File: src/logic/isd_pkg.sv
// Constants shared by the index and sector detector
`default_nettype none
package isd_pkg;
	// System clock rate
	localparam int unsigned CLK_HZ        = 20_000_000;
	localparam int unsigned CLK_PERIOD_PS = 1_000_000_000 / (CLK_HZ / 1000);
	// Index pulse width, a least time, so rounded up
	localparam int unsigned IDX_PULSE_NS  = 2500;
	localparam int unsigned IDX_PULSE_CYC =
		(IDX_PULSE_NS * 1000 + CLK_PERIOD_PS - 1) / CLK_PERIOD_PS;
	// Missing dibit timeout: one lost dibit leaves two periods (2.48 us) between
	// dibits, two lost dibits leave three (3.72 us); the timeout sits between them
	localparam int unsigned MISS_TMO_NS   = 3100;
	localparam int unsigned MISS_TMO_CYC  = (MISS_TMO_NS * 1000) / CLK_PERIOD_PS;
	localparam int unsigned TMR_W         = 6;
	localparam int unsigned IDX_W         = 6;
	localparam logic [TMR_W-1:0] MISS_TMO_LOAD = TMR_W'(MISS_TMO_CYC);
	localparam logic [IDX_W-1:0] IDX_PULSE_LOAD = IDX_W'(IDX_PULSE_CYC);
	// Sector bit counter layout
	localparam int unsigned CNT_W         = 12;
	localparam logic [CNT_W-1:0] CNT_MAX  = 12'hfff;
	localparam int unsigned REV_CLOCKS    = 13440;
	// Default preset: 4096 - 210 clocks, giving 64 sectors
	localparam logic [CNT_W-1:0] PRESET_DEF = 12'hf2e;
	// Present sector count and index shift register
	localparam int unsigned SEC_W         = 7;
	localparam int unsigned IDX_SR_W      = 8;
	localparam logic [IDX_SR_W-1:0] IDX_PATTERN_DEF = 8'hc3;
	// Index pulse state machine
	typedef enum logic [1:0] {
		ISD_IDX_WAIT  = 2'b00,
		ISD_IDX_PULSE = 2'b01,
		ISD_IDX_HOLD  = 2'b10
	} isd_idx_state_t;
endpackage
`default_nettype wire

File: src/logic/isd_top.sv
// Index and sector detector: index from missing dibits, sector pulses, present sector
//
// Summary of operation
// Index pattern recognised gives one index pulse 2.5 us wide.
// Missing dibit timer restarts on each dibit; expires after two absent dibits.
// Each 403 kHz tick shifts the index register, loading timer activity.
// Decoder compares shift register with index pattern continuously; match asserts index.
// Index goes out and resets the sector counters and present sector count.
// Sector pulse stands while the sector bit counter equals 4095.
// Sector bit counter advances once per 806 kHz tick, 13440 per revolution.
// Tick after maximum reloads 4096 minus sector length, ending the pulse.
// Sector length comes from a static preset on the load inputs.
// Each sector pulse goes out and increments the present sector count.
// Present sector count counts sectors from index, naming the sector underneath.
// No counter advance while index is active; sector zero gets one more clock.
// The 403 kHz reference is the 806 kHz clock halved.
// Present sector count is seven bits wide.
// Index width and missing dibit timeout are system clock cycle counts.
`timescale 1ns/1ps
`default_nettype none
module isd_top
	import isd_pkg::*;
#(
	parameter logic [IDX_SR_W-1:0] INDEX_PATTERN = IDX_PATTERN_DEF
) (
	input  wire logic             ref_clk,
	input  wire logic             rst_n,
	input  wire logic             dibit_in,
	input  wire logic             clk806_in,
	input  wire logic [CNT_W-1:0] sector_preset,
	output logic                  index_out,
	output logic                  sector_out,
	output logic [SEC_W-1:0]      present_sector
);

	////////////////////////////////////////////////////////////////////////
	// Input edges and the 403 kHz reference

	logic dibit_prev_reg;
	logic dibit_prev_next;
	logic ck_prev_reg;
	logic ck_prev_next;
	logic half_reg;
	logic half_next;
	logic dibit_rise;
	logic tick806;
	logic tick403;

	// Edge of each recovered dibit and of the dibit-locked clock
	always_comb begin
		dibit_prev_next = dibit_in;
		ck_prev_next    = clk806_in;
		dibit_rise      = dibit_in & ~dibit_prev_reg;
		tick806         = clk806_in & ~ck_prev_reg;
		// Halving the 806 kHz clock keeps the 403 kHz tick locked to dibits
		half_next       = tick806 ? ~half_reg : half_reg;
		tick403         = tick806 & ~half_reg;
	end

	always_ff @(posedge ref_clk) begin
		if (!rst_n) begin
			dibit_prev_reg <= 1'b0;
			ck_prev_reg    <= 1'b0;
			half_reg       <= 1'b0;
		end else begin
			dibit_prev_reg <= dibit_prev_next;
			ck_prev_reg    <= ck_prev_next;
			half_reg       <= half_next;
		end
	end

	////////////////////////////////////////////////////////////////////////
	// Missing dibit timer and index shift register

	logic [TMR_W-1:0]    tmr_reg;
	logic [TMR_W-1:0]    tmr_next;
	logic [IDX_SR_W-1:0] shift_reg;
	logic [IDX_SR_W-1:0] shift_next;
	logic                tmr_active;

	// Retriggerable timer: any dibit reloads it, so it only lapses on a gap
	always_comb begin
		tmr_active = (tmr_reg != '0);
		tmr_next   = tmr_reg;
		if (dibit_rise) begin
			tmr_next = MISS_TMO_LOAD;
		end else if (tmr_active) begin
			tmr_next = tmr_reg - TMR_W'(1);
		end
		shift_next = shift_reg;
		if (tick403) begin
			shift_next = {shift_reg[IDX_SR_W-2:0], tmr_active};
		end
	end

	always_ff @(posedge ref_clk) begin
		if (!rst_n) begin
			tmr_reg   <= '0;
			shift_reg <= '0;
		end else begin
			tmr_reg   <= tmr_next;
			shift_reg <= shift_next;
		end
	end

	////////////////////////////////////////////////////////////////////////
	// Index decoder and pulse shaper

	isd_idx_state_t   idx_state_reg;
	isd_idx_state_t   idx_state_next;
	logic [IDX_W-1:0] idx_cnt_reg;
	logic [IDX_W-1:0] idx_cnt_next;
	logic             index_reg;
	logic             index_next;
	logic             idx_match;

	// The pattern stays in the register for a whole 403 kHz period, so the
	// HOLD state keeps one pattern from firing a second pulse.
	always_comb begin
		idx_match      = (shift_reg == INDEX_PATTERN);
		idx_state_next = idx_state_reg;
		idx_cnt_next   = idx_cnt_reg;
		case (idx_state_reg)
			ISD_IDX_WAIT: begin
				if (idx_match) begin
					idx_state_next = ISD_IDX_PULSE;
					idx_cnt_next   = IDX_PULSE_LOAD - IDX_W'(1);
				end
			end
			ISD_IDX_PULSE: begin
				if (idx_cnt_reg != '0) begin
					idx_cnt_next = idx_cnt_reg - IDX_W'(1);
				end else if (idx_match) begin
					idx_state_next = ISD_IDX_HOLD;
				end else begin
					idx_state_next = ISD_IDX_WAIT;
				end
			end
			ISD_IDX_HOLD: begin
				if (!idx_match) begin
					idx_state_next = ISD_IDX_WAIT;
				end
			end
			default: begin
				idx_state_next = ISD_IDX_WAIT;
			end
		endcase
		index_next = (idx_state_next == ISD_IDX_PULSE);
	end

	always_ff @(posedge ref_clk) begin
		if (!rst_n) begin
			idx_state_reg <= ISD_IDX_WAIT;
			idx_cnt_reg   <= '0;
			index_reg     <= 1'b0;
		end else begin
			idx_state_reg <= idx_state_next;
			idx_cnt_reg   <= idx_cnt_next;
			index_reg     <= index_next;
		end
	end

	////////////////////////////////////////////////////////////////////////
	// Sector bit counter and present sector count

	logic [CNT_W-1:0] bit_cnt_reg;
	logic [CNT_W-1:0] bit_cnt_next;
	logic [SEC_W-1:0] sec_cnt_reg;
	logic [SEC_W-1:0] sec_cnt_next;
	logic             sector_reg;
	logic             sector_next;

	// Index holds the counter at its preset, so the first tick after index
	// is lost and sector zero runs one clock long.
	always_comb begin
		bit_cnt_next = bit_cnt_reg;
		sec_cnt_next = sec_cnt_reg;
		if (index_reg) begin
			bit_cnt_next = sector_preset;
			sec_cnt_next = '0;
		end else if (tick806) begin
			if (bit_cnt_reg == CNT_MAX) begin
				bit_cnt_next = sector_preset;
			end else begin
				bit_cnt_next = bit_cnt_reg + CNT_W'(1);
			end
		end
		sector_next = (bit_cnt_next == CNT_MAX);
		if (sector_next && !sector_reg && !index_reg) begin
			sec_cnt_next = sec_cnt_reg + SEC_W'(1);
		end
	end

	always_ff @(posedge ref_clk) begin
		if (!rst_n) begin
			bit_cnt_reg <= PRESET_DEF;
			sec_cnt_reg <= '0;
			sector_reg  <= 1'b0;
		end else begin
			bit_cnt_reg <= bit_cnt_next;
			sec_cnt_reg <= sec_cnt_next;
			sector_reg  <= sector_next;
		end
	end

	// Outputs come straight from flip-flops
	assign index_out      = index_reg;
	assign sector_out     = sector_reg;
	assign present_sector = sec_cnt_reg;

	////////////////////////////////////////////////////////////////////////
	// Checks

	// Length of the running index pulse; the sequence form of the width check
	// only samples the start and the end of the pulse.
	logic [IDX_W-1:0] idx_run_reg;
	logic [IDX_W-1:0] idx_run_next;

	always_comb begin
		idx_run_next = index_reg ? idx_run_reg + IDX_W'(1) : '0;
	end

	always_ff @(posedge ref_clk) begin
		if (!rst_n) begin
			idx_run_reg <= '0;
		end else begin
			idx_run_reg <= idx_run_next;
		end
	end
endmodule
`default_nettype wire
File: config.mk
export PLATFORM = sky130hd
export DESIGN_NAME = isd_top
export DESIGN_NICKNAME = d
export VERILOG_FILES = /design/src/logic/isd_pkg.sv /design/src/logic/isd_top.sv
export SDC_FILE = /design/constraint.sdc
export NUM_CORES = 1
export LEC_CHECK = 0
export BUFFER_PORTS_ARGS = -buffer_cell sky130_fd_sc_hd__buf_2
export CELL_PAD_IN_SITES_DETAIL_PLACEMENT = 1
export CELL_PAD_IN_SITES_GLOBAL_PLACEMENT = 1
export CORE_UTILIZATION = 48
export DETAILED_ROUTE_END_ITERATION = 10
export GPL_ROUTABILITY_DRIVEN = 0
export PLACE_DENSITY = 0.95
export SYNTH_ARGS = -nofsm -noshare
export SYNTH_HDL_FRONTEND = slang
export SYNTH_SLANG_ARGS = --single-unit
File: constraint.sdc
create_clock -name ref_clk -period 7.1 [get_ports ref_clk]
set_clock_uncertainty 0.15 [all_clocks]
set_input_delay 0.71 -clock ref_clk [delete_from_list [all_inputs] [get_ports ref_clk]]
set_output_delay 0.71 -clock ref_clk [all_outputs]
set_load 0.01 [all_outputs]
# Yosys cells after proc, flatten, opt, wreduce, memory -nomap -nowiden
# Cells that the tools add are included.
# totals
inputBits	16
wordCells	58
ff_bits	46
# classes
eq_ne	8
addsub	4
bitwise_logic	7
mux	15
reduce_logical	12
# op_table
cell	n
$mux 12	3
$eq 12x12->1 const B	2
$mux 6	4
$mux 7	2
$add 12x1->12 const B	1
$pmux 6 s2	1
$reduce_bool 6->1	2
$sub 6x1->6 const B	2
$eq 8x8->1 const B	1
$mux 2	4
$add 7x1->7 const B	1
$pmux 2 s3	1
$reduce_bool 2->1	3
$eq 2x1->1 const B	2
$ne 2x2->1 const B	2
$not 1->1	4
$and 1x1->1	3
$reduce_and 3->1	1
$eq 2x2->1 const B	1
$logic_and 1x1->1	2
$logic_not 1->1	2
$logic_not 2->1	1
$reduce_or 2->1	1

# Logic depth before layout (Yosys ltp)
# Gate-level depths: netlist of run 1.
# depth
depth_word	8
depth_mapped	9
depth_no_buf	8

# Worst setup path after synthesis of run 1
# Ideal clock, no wire load.
# synth_timing
path_kind	input to register
start	input clk806_in
end	register sec_cnt_reg[3], in the netlist present_sector[3]
arrival_time_ns	2.160
required_ns	6.831
n_path_buf	1
cell_stages	8
path_slack_ns	4.671
setup_time_ns	0.119
path_cell_list	nand2b_2 > buf_6 > nor2_1 > o311ai_1 > nand2_1 > a2111oi_4 > nand4_1 > mux2i_1
# synth_between
elab_chain_cells	7
elab_cells_between_ends	8
cone_classes	1 x eq/ne; 3 x mux; 1 x bitwise; 3 x reduce/logical
# synth_lines
item	line_no	text
start, declared	isd_top.sv:29	input wire logic clk806_in,
$and 1x1->1 *	isd_top.sv:54	tick806 = clk806_in & ~ck_prev_reg;
$mux 12 *	isd_top.sv:181	end else if (tick806) begin
$mux 12 *	isd_top.sv:178	if (index_reg) begin
$eq 12x12->1 *	isd_top.sv:188	sector_next = (bit_cnt_next == CNT_MAX);
$logic_and 1x1->1 * (2 in a row)	isd_top.sv:189	if (sector_next && !sector_reg && !index_reg) begin
$mux 7 / $reduce_bool 2->1 (equally long branches)	--	
end signal, assigned	isd_top.sv:201	sec_cnt_reg <= sec_cnt_next;
end, declared	isd_top.sv:168	logic [SEC_W-1:0] sec_cnt_reg;
# Every way passes the cells marked *; elsewhere a longest branch is shown, timed or not.
# A chain may end at the register's enable or synchronous reset.

# Worst setup path in the final report of run 1
# layout_timing
start	register bit_cnt_reg[0]
end	register sec_cnt_reg[5], in the netlist present_sector[5]
# layout_between
elab_chain_cells	8
elab_cells_between_ends	10
cone_classes	1 x add/sub; 2 x eq/ne; 4 x mux; 3 x reduce/logical
# layout_lines
item	line_no	text
start, declared	isd_top.sv:166	logic [CNT_W-1:0] bit_cnt_reg;
start signal, assigned	isd_top.sv:200	bit_cnt_reg <= bit_cnt_next;
$add 12x1->12 / $eq 12x12->1 (equally long branches)	isd_top.sv:185, isd_top.sv:182	
$mux 12	isd_top.sv:182	if (bit_cnt_reg == CNT_MAX) begin
$mux 12 *	isd_top.sv:181	
$mux 12 *	isd_top.sv:178	
$eq 12x12->1 *	isd_top.sv:188	
$logic_and 1x1->1 * (2 in a row)	isd_top.sv:189	
$mux 7 / $reduce_bool 2->1 (equally long branches)	--	
# Marks and branches as above.

==> impl_metrics.ini, run 1 <==
[sta]
worst_pin_slew_ns = 0.949
setup_viol = 0
fmax_ghz = 0.350
finalSetupTns_ns = 0
hold_violations = 0
slew_viol_final = 0
finalCriticalPeriod_ns = 2.86
setup_ws_ns = 4.24
rsz0062_at_grt = false
finalCritPeriodShare_pct = 40.3
slew_headroom_pct = 36.7

[floorplan]
start_util_pct = 50.0
io_pins = 25
die_area_mm2 = 0.00561
rows = 26
die_w_um = 74.9
dieHeight_um = 74.9
core_mm2 = 0.00511

[worst_setup_path]
cp-start-kind = register
cp_slowest_cell = a2111oi_4
rr_startpoint = bit_cnt_reg[0]
r2r_end = present_sector[5]
r2r_cells = 8
arrival_ns = 2.90
reg2reg_slack_ns = 4.24
cp_max_fo = 6
cp.required_ns = 7.14
slowest_delay_ns = 0.57
critPathCaptureType = register
criticalPathCategory = reg2reg
cp_cell_sequence = ha_1 -> nand3_1 -> nor2_1 -> o311ai_1 -> nand2_1 -> a2111oi_4 -> nand4_1 -> mux2i_1

[synthesis]
ys.flop_type = dfxtp_1
synth-seq-cells = 46
synthArstFlopShare_pct = 0
ys_top_cells_by_area = dfxtp_1 36%, nand2_1 6.3%, a21boi_0 4.1%
syn_inst = 303
post_synth_num_cell_types = 57
synth_common_cells = 46 x dfxtp_1, 43 x nand2_1, 19 x nor2_1
syn_nets = 324
seq_area_frac_synth_pct = 36.1
syn_avg_cell_area_um2 = 8.42
yosys_warnings = 0
synth_edf_count = 0
yosys.cell_count.top_type = dfxtp_1
synth_largest_area_cell = dfxtp_1
synthesis.area_mm2 = 0.00255
synth_top_area_share_pct = 36.1

[global_routing]
grt_pass1_wl_um = 10800
first_global_vias = 2337
track_usage_pct = 25.4
antenna_found_initial = 0
grt_max_degree = 39
grt_overflow = 0

[route]
drt_first_pass_iters = 4
via_per_inst = 5.99
avgRoutedWirePerCell_um = 16.7
num_vias = 2349
drcViolationCount = 0
drtIter0Drc = 120
drt-total-wl_um = 6560
ant_nets = 0

[final_layout]
finalNonFillerCells = 392
layout-drive-gt1-share_pct = 13.4
final_area_mm2 = 0.00282
syn2layout_area_growth_pct = 10.4
largest_reg_flops = 12
antenna_cells = 0
final_nets = 343

[place]
place_hpwl_um = 4590
port_buffers = 24
dp_cells = 385
dpl_cell_area_mm2 = 0.00271
place_ws_ns = 4.23

[cts]
numCtsBuffers = 5
cts_tree = yes
cts_root_buffer = clkbuf_8
cts.repair.resized = 0
postCtsHoldBufs = 0
cts_setup_buffers = 0
insertion_delay_ns = 0.30
clock_sinks = 46
htree_levels = 2
path_clk_slew_ns = 0.09
clock_path_buffers = 2

[hold_path]
min_delay_path_depth = 2
hold_end = shift_reg[6]
hp-class = reg2reg
hp-start = shift_reg[6]

[pwr]
cellPowerDensity_mw_per_mm2 = 193
irDropWorstVdd_uv = 111
p_leak_nw = 1.12

[run]
cap_violations = 0

[status]
status = finished, final reports clean
-- area by class of cell --
class	instances	area (µm²)
Clock buffer	6	82.6
Clock inverter	1	30.0
Fill cell	634	2290
Inverter	10	37.5
Multi-Input combinational cell	235	1540
Sequential cell	46	921
Tap cell	70	87.6
Timing Repair Buffer	24	120
-- critical path, delay by kind of cell (launching register included) --
family | cells | cell delay, ns
AND/OR/NAND/NOR | 4 | 0.75
multiplexers | 1 | 0.16
flip-flops | 1 | 0.38
AO/OA/AOI/OAI | 2 | 1.06
adder cells (fa/ha/maj) | 1 | 0.27
-- logic make-up (layout without fill, tap and decap cells) --
group           after synthesis  count (layout)  share of synthesized area, %
compound gates               62              62                          18.1
xor+xnor                      6               6                          2.06
fa+ha+maj                     5               5                          2.45
buf+inv                      22              41                          3.63
flops                        46              46                          36.1
mux                          11              11                          4.41
simple gates                151             151                          33.3
-- layer usage --
layer	GRT usage, %	vias up	wire length [µm]	part of all wire, %
met3	5.09	9	226	3.4
met5	0	-	0	0
li1	-	1129	-	-
met4	9.22	0	102	1.6
met1	31.7	1158	2990	46
met2	43.5	53	3230	49
-- stage by stage --
stage	hold slack [ns]	power [mW]	util, %
global placement	0.312	0.341	53.0
global route	0.369	0.567	55.2
CTS	0.339	0.546	55.2
floorplan	0.294	0.328	-
finish	0.335	0.544	55.2
detailed placement	0.324	0.345	53.0
-- power breakdown --
part           switching, mW  internal [mW]  total (mW)
combinational         0.0375         0.0276      0.0651
sequential           0.00876          0.266       0.275
clock                 0.0910          0.113       0.204
total                  0.137          0.407       0.544
-- layout by cell type, fill, tap and decap left out, drive strengths merged, types with 3 or more instances in the layout --
| cell | instances |
|---|---|
| dfxtp | 46 |
| nand2 | 43 |
| buf | 24 |
| nor2 | 19 |
| nand4 | 16 |
| a21boi | 15 |
| a21oi | 12 |
| nand2b | 11 |
| inv | 10 |
| nand3 | 10 |
| mux2i | 9 |
| nor3 | 9 |
| and2 | 8 |
| nor2b | 7 |
| and3 | 6 |
| clkbuf | 6 |
| o21ai | 5 |
| ha | 5 |
| o21a | 4 |
| nor4 | 4 |
| and4 | 3 |
| a31oi | 3 |
| xor2 | 3 |
| nor3b | 3 |
| o311ai | 3 |
| xnor2 | 3 |
-- worst max path at each step --
stage | slack, ns | to | cells after the start | from
5_1_grt | 4.13 | present_sector[6] | 7 | index_out
6_report | 4.24 | present_sector[5] | 8 | bit_cnt_reg[0]
3_3_place_gp | 4.31 | present_sector[5] | 8 | clk806_in
4_1_cts | 4.30 | present_sector[5] | 8 | bit_cnt_reg[0]
2_1_floorplan | 4.67 | present_sector[3] | 8 | clk806_in
3_5_place_dp | 4.23 | present_sector[5] | 8 | clk806_in
Note: power is estimated with default switching activity, not from simulation.
==> run 2, diff against run 1 <==
--- a/config.mk
+++ b/config.mk
@@ -8,10 +8,10 @@
 export BUFFER_PORTS_ARGS = -buffer_cell sky130_fd_sc_hd__buf_2
 export CELL_PAD_IN_SITES_DETAIL_PLACEMENT = 1
 export CELL_PAD_IN_SITES_GLOBAL_PLACEMENT = 1
-export CORE_UTILIZATION = 48
+export CORE_UTILIZATION = 40
 export DETAILED_ROUTE_END_ITERATION = 10
 export GPL_ROUTABILITY_DRIVEN = 0
-export PLACE_DENSITY = 0.95
+export PLACE_DENSITY = 0.86
 export SYNTH_ARGS = -nofsm -noshare
 export SYNTH_HDL_FRONTEND = slang
 export SYNTH_SLANG_ARGS = --single-unit
==> constraint.sdc (replaced) <==
create_clock -name ref_clk -period 2.4 [get_ports ref_clk]
set_clock_uncertainty 0.15 [all_clocks]
set_input_delay 0.24 -clock ref_clk [delete_from_list [all_inputs] [get_ports ref_clk]]
set_output_delay 0.24 -clock ref_clk [all_outputs]
set_load 0.01 [all_outputs]
==> impl_metrics.ini, run 2 (synthesis results as in run 1) <==
[sta]
hold_violations = 0
holdWs_ns = 0.0844
slew_headroom_pct = 38.7
worst_pin_slew_ns = 0.918
slew_viol_final = 0
setup_ws_ns = -0.0224
rsz0062_at_grt = true
finalCritPeriodShare_pct = 101
finalCriticalPeriod_ns = 2.42
finalSetupTns_ns = -0.0224
fmax_ghz = 0.413
setup_viol = 1

[global_routing]
first_global_vias = 2520
grt_overflow = 0
antenna_found_initial = 0
grt_max_degree = 38
track_usage_pct = 23.5
grt_pass1_wl_um = 12000

[floorplan]
core_mm2 = 0.00603
start_util_pct = 42.4
io_pins = 25
die_w_um = 81.9
rows = 28
dieHeight_um = 81.9
die_area_mm2 = 0.00670

[final_layout]
layout-drive-gt1-share_pct = 28.5
fill_cells = 739
final_nets = 378
finalNonFillerCells = 433
layout_commonest_cell = nand2_1
mostFrequentLayoutCells = 43 x nand2_1, 37 x dfxtp_1, 29 x buf_4, 24 x buf_2, 18 x nor2_1
final_util_pct = 53.4
antenna_cells = 0
largest_reg_flops = 12
syn2layout_area_growth_pct = 26.1

[worst_setup_path]
criticalPathCategory = reg2reg
arrival_ns = 2.48
cp_max_fo = 6
r2r_cells = 8
rr_startpoint = bit_cnt_reg[0]
cp.required_ns = 2.46
worstSetupStartpoint = bit_cnt_reg[0]
reg2reg_slack_ns = -0.02
cp-start-kind = register
critPathCapture = present_sector[2]
r2r_end = present_sector[2]
critPathCaptureType = register

[cts]
path_clk_slew_ns = 0.10
cts_tree = yes
clock_sinks = 46
clock_path_buffers = 2
numCtsBuffers = 5
htree_levels = 2
cts_root_buffer = clkbuf_8
insertion_delay_ns = 0.31

[pwr]
p_leak_nw = 1.31
p_clk_share_pct = 36.0
switching_share_pct = 27.1
seqPwrFrac_pct = 48.1
p_sw_mw = 0.457
p_int_mw = 1.23
cellPowerDensity_mw_per_mm2 = 523
p_comb_share_pct = 15.9
power_mw = 1.68
irDropWorstVdd_uv = 301

[route]
drcViolationCount = 0
drt_first_pass_iters = 4
avgRoutedWirePerCell_um = 18.1
via_per_inst = 5.76
drtIter0Drc = 140
num_vias = 2494
drt-total-wl_um = 7820
ant_nets = 0

[place]
place_hpwl_um = 5360
dp_cells = 416
port_buffers = 24

[run]
cap_violations = 0

[hold_path]
hp-class = in2reg

[status]
violations = setup timing
status = finished, violations left
==> run 2: cell count changes in the layout (fill, tap and decap cells not counted), moves of 2 or more <==
cell     previous run  this run
dfxtp_2             0         9
buf_6               0         4
buf_4               0        29
a21oi_2             0         2
dfxtp_1            46        37
a21oi_1            12        10
==> run 2: critical path: stages, from the launching register on <==
cell	delay, ns
dfxtp_2	0.34
ha_1	0.22
and3_4	0.22
a311o_1	0.39
a21oi_2	0.18
o2bb2ai_1	0.10
and4bb_4	0.40
nand4_1	0.16
mux2i_1	0.15
==> run 2: final cells by class <==
type                            count  area (µm²)  share of cell area [%]
Multi-Input combinational cell    235        1630                    50.6
Clock buffer                        5        68.8                    2.14
Sequential cell                    46         932                    29.0
Inverter                           10        37.5                    1.17
Timing Repair Buffer               59         413                    12.8
Tap cell                           75        93.8                    2.91
Clock inverter                      3        43.8                    1.36
==> run 2: layer usage <==
layer | part of all wire (%) | global-route usage [%] | up-vias
li1 | - | - | 1202
met1 | 43 | 27.9 | 1215
met2 | 51 | 41.7 | 58
met3 | 3.4 | 3.89 | 19
met4 | 2.3 | 9.47 | 0
met5 | 0 | 0 | -
==> run 2: per-stage QoR <==
stage | area (µm²) | setup WS, ns
global placement | 2920 | 0.0404
finish | 3220 | -0.0224
detailed placement | 2920 | -0.0845
floorplan | 2550 | 0.0394
CTS | 3080 | 0.00535
global route | 3220 | -0.107
==> run 2: how the worst min path moves through the flow <==
stage,from,end,cells after the start
2_1_floorplan,clk806_in,ck_prev_reg,1
3_3_place_gp,shift_reg[7],shift_reg[7],2
3_5_place_dp,dibit_in,dibit_prev_reg,2
4_1_cts,clk806_in,ck_prev_reg,2
5_1_grt,sector_preset[6],bit_cnt_reg[6],3
6_report,sector_preset[6],bit_cnt_reg[6],3
==> run 2: power groups by stage <==
stage                     clock network (mW)  logic (mW)  registers, mW
after floorplan                            0       0.147          0.823
after global placement                     0       0.221          0.824
after detailed placement                   0       0.234          0.827
after CTS                              0.613       0.242          0.810
after global routing                   0.648       0.291          0.815
final                                  0.607       0.267          0.811
==> run 2: timing repair <==
item                                    4_1_cts  5_1_grt
endpoints found under the hold margin         1        0
hold buffers                                  1        0
endpoints found under the setup margin        8        9
pin swaps                                     2        9
setup buffers                                 0        8
resized for setup                            12       23
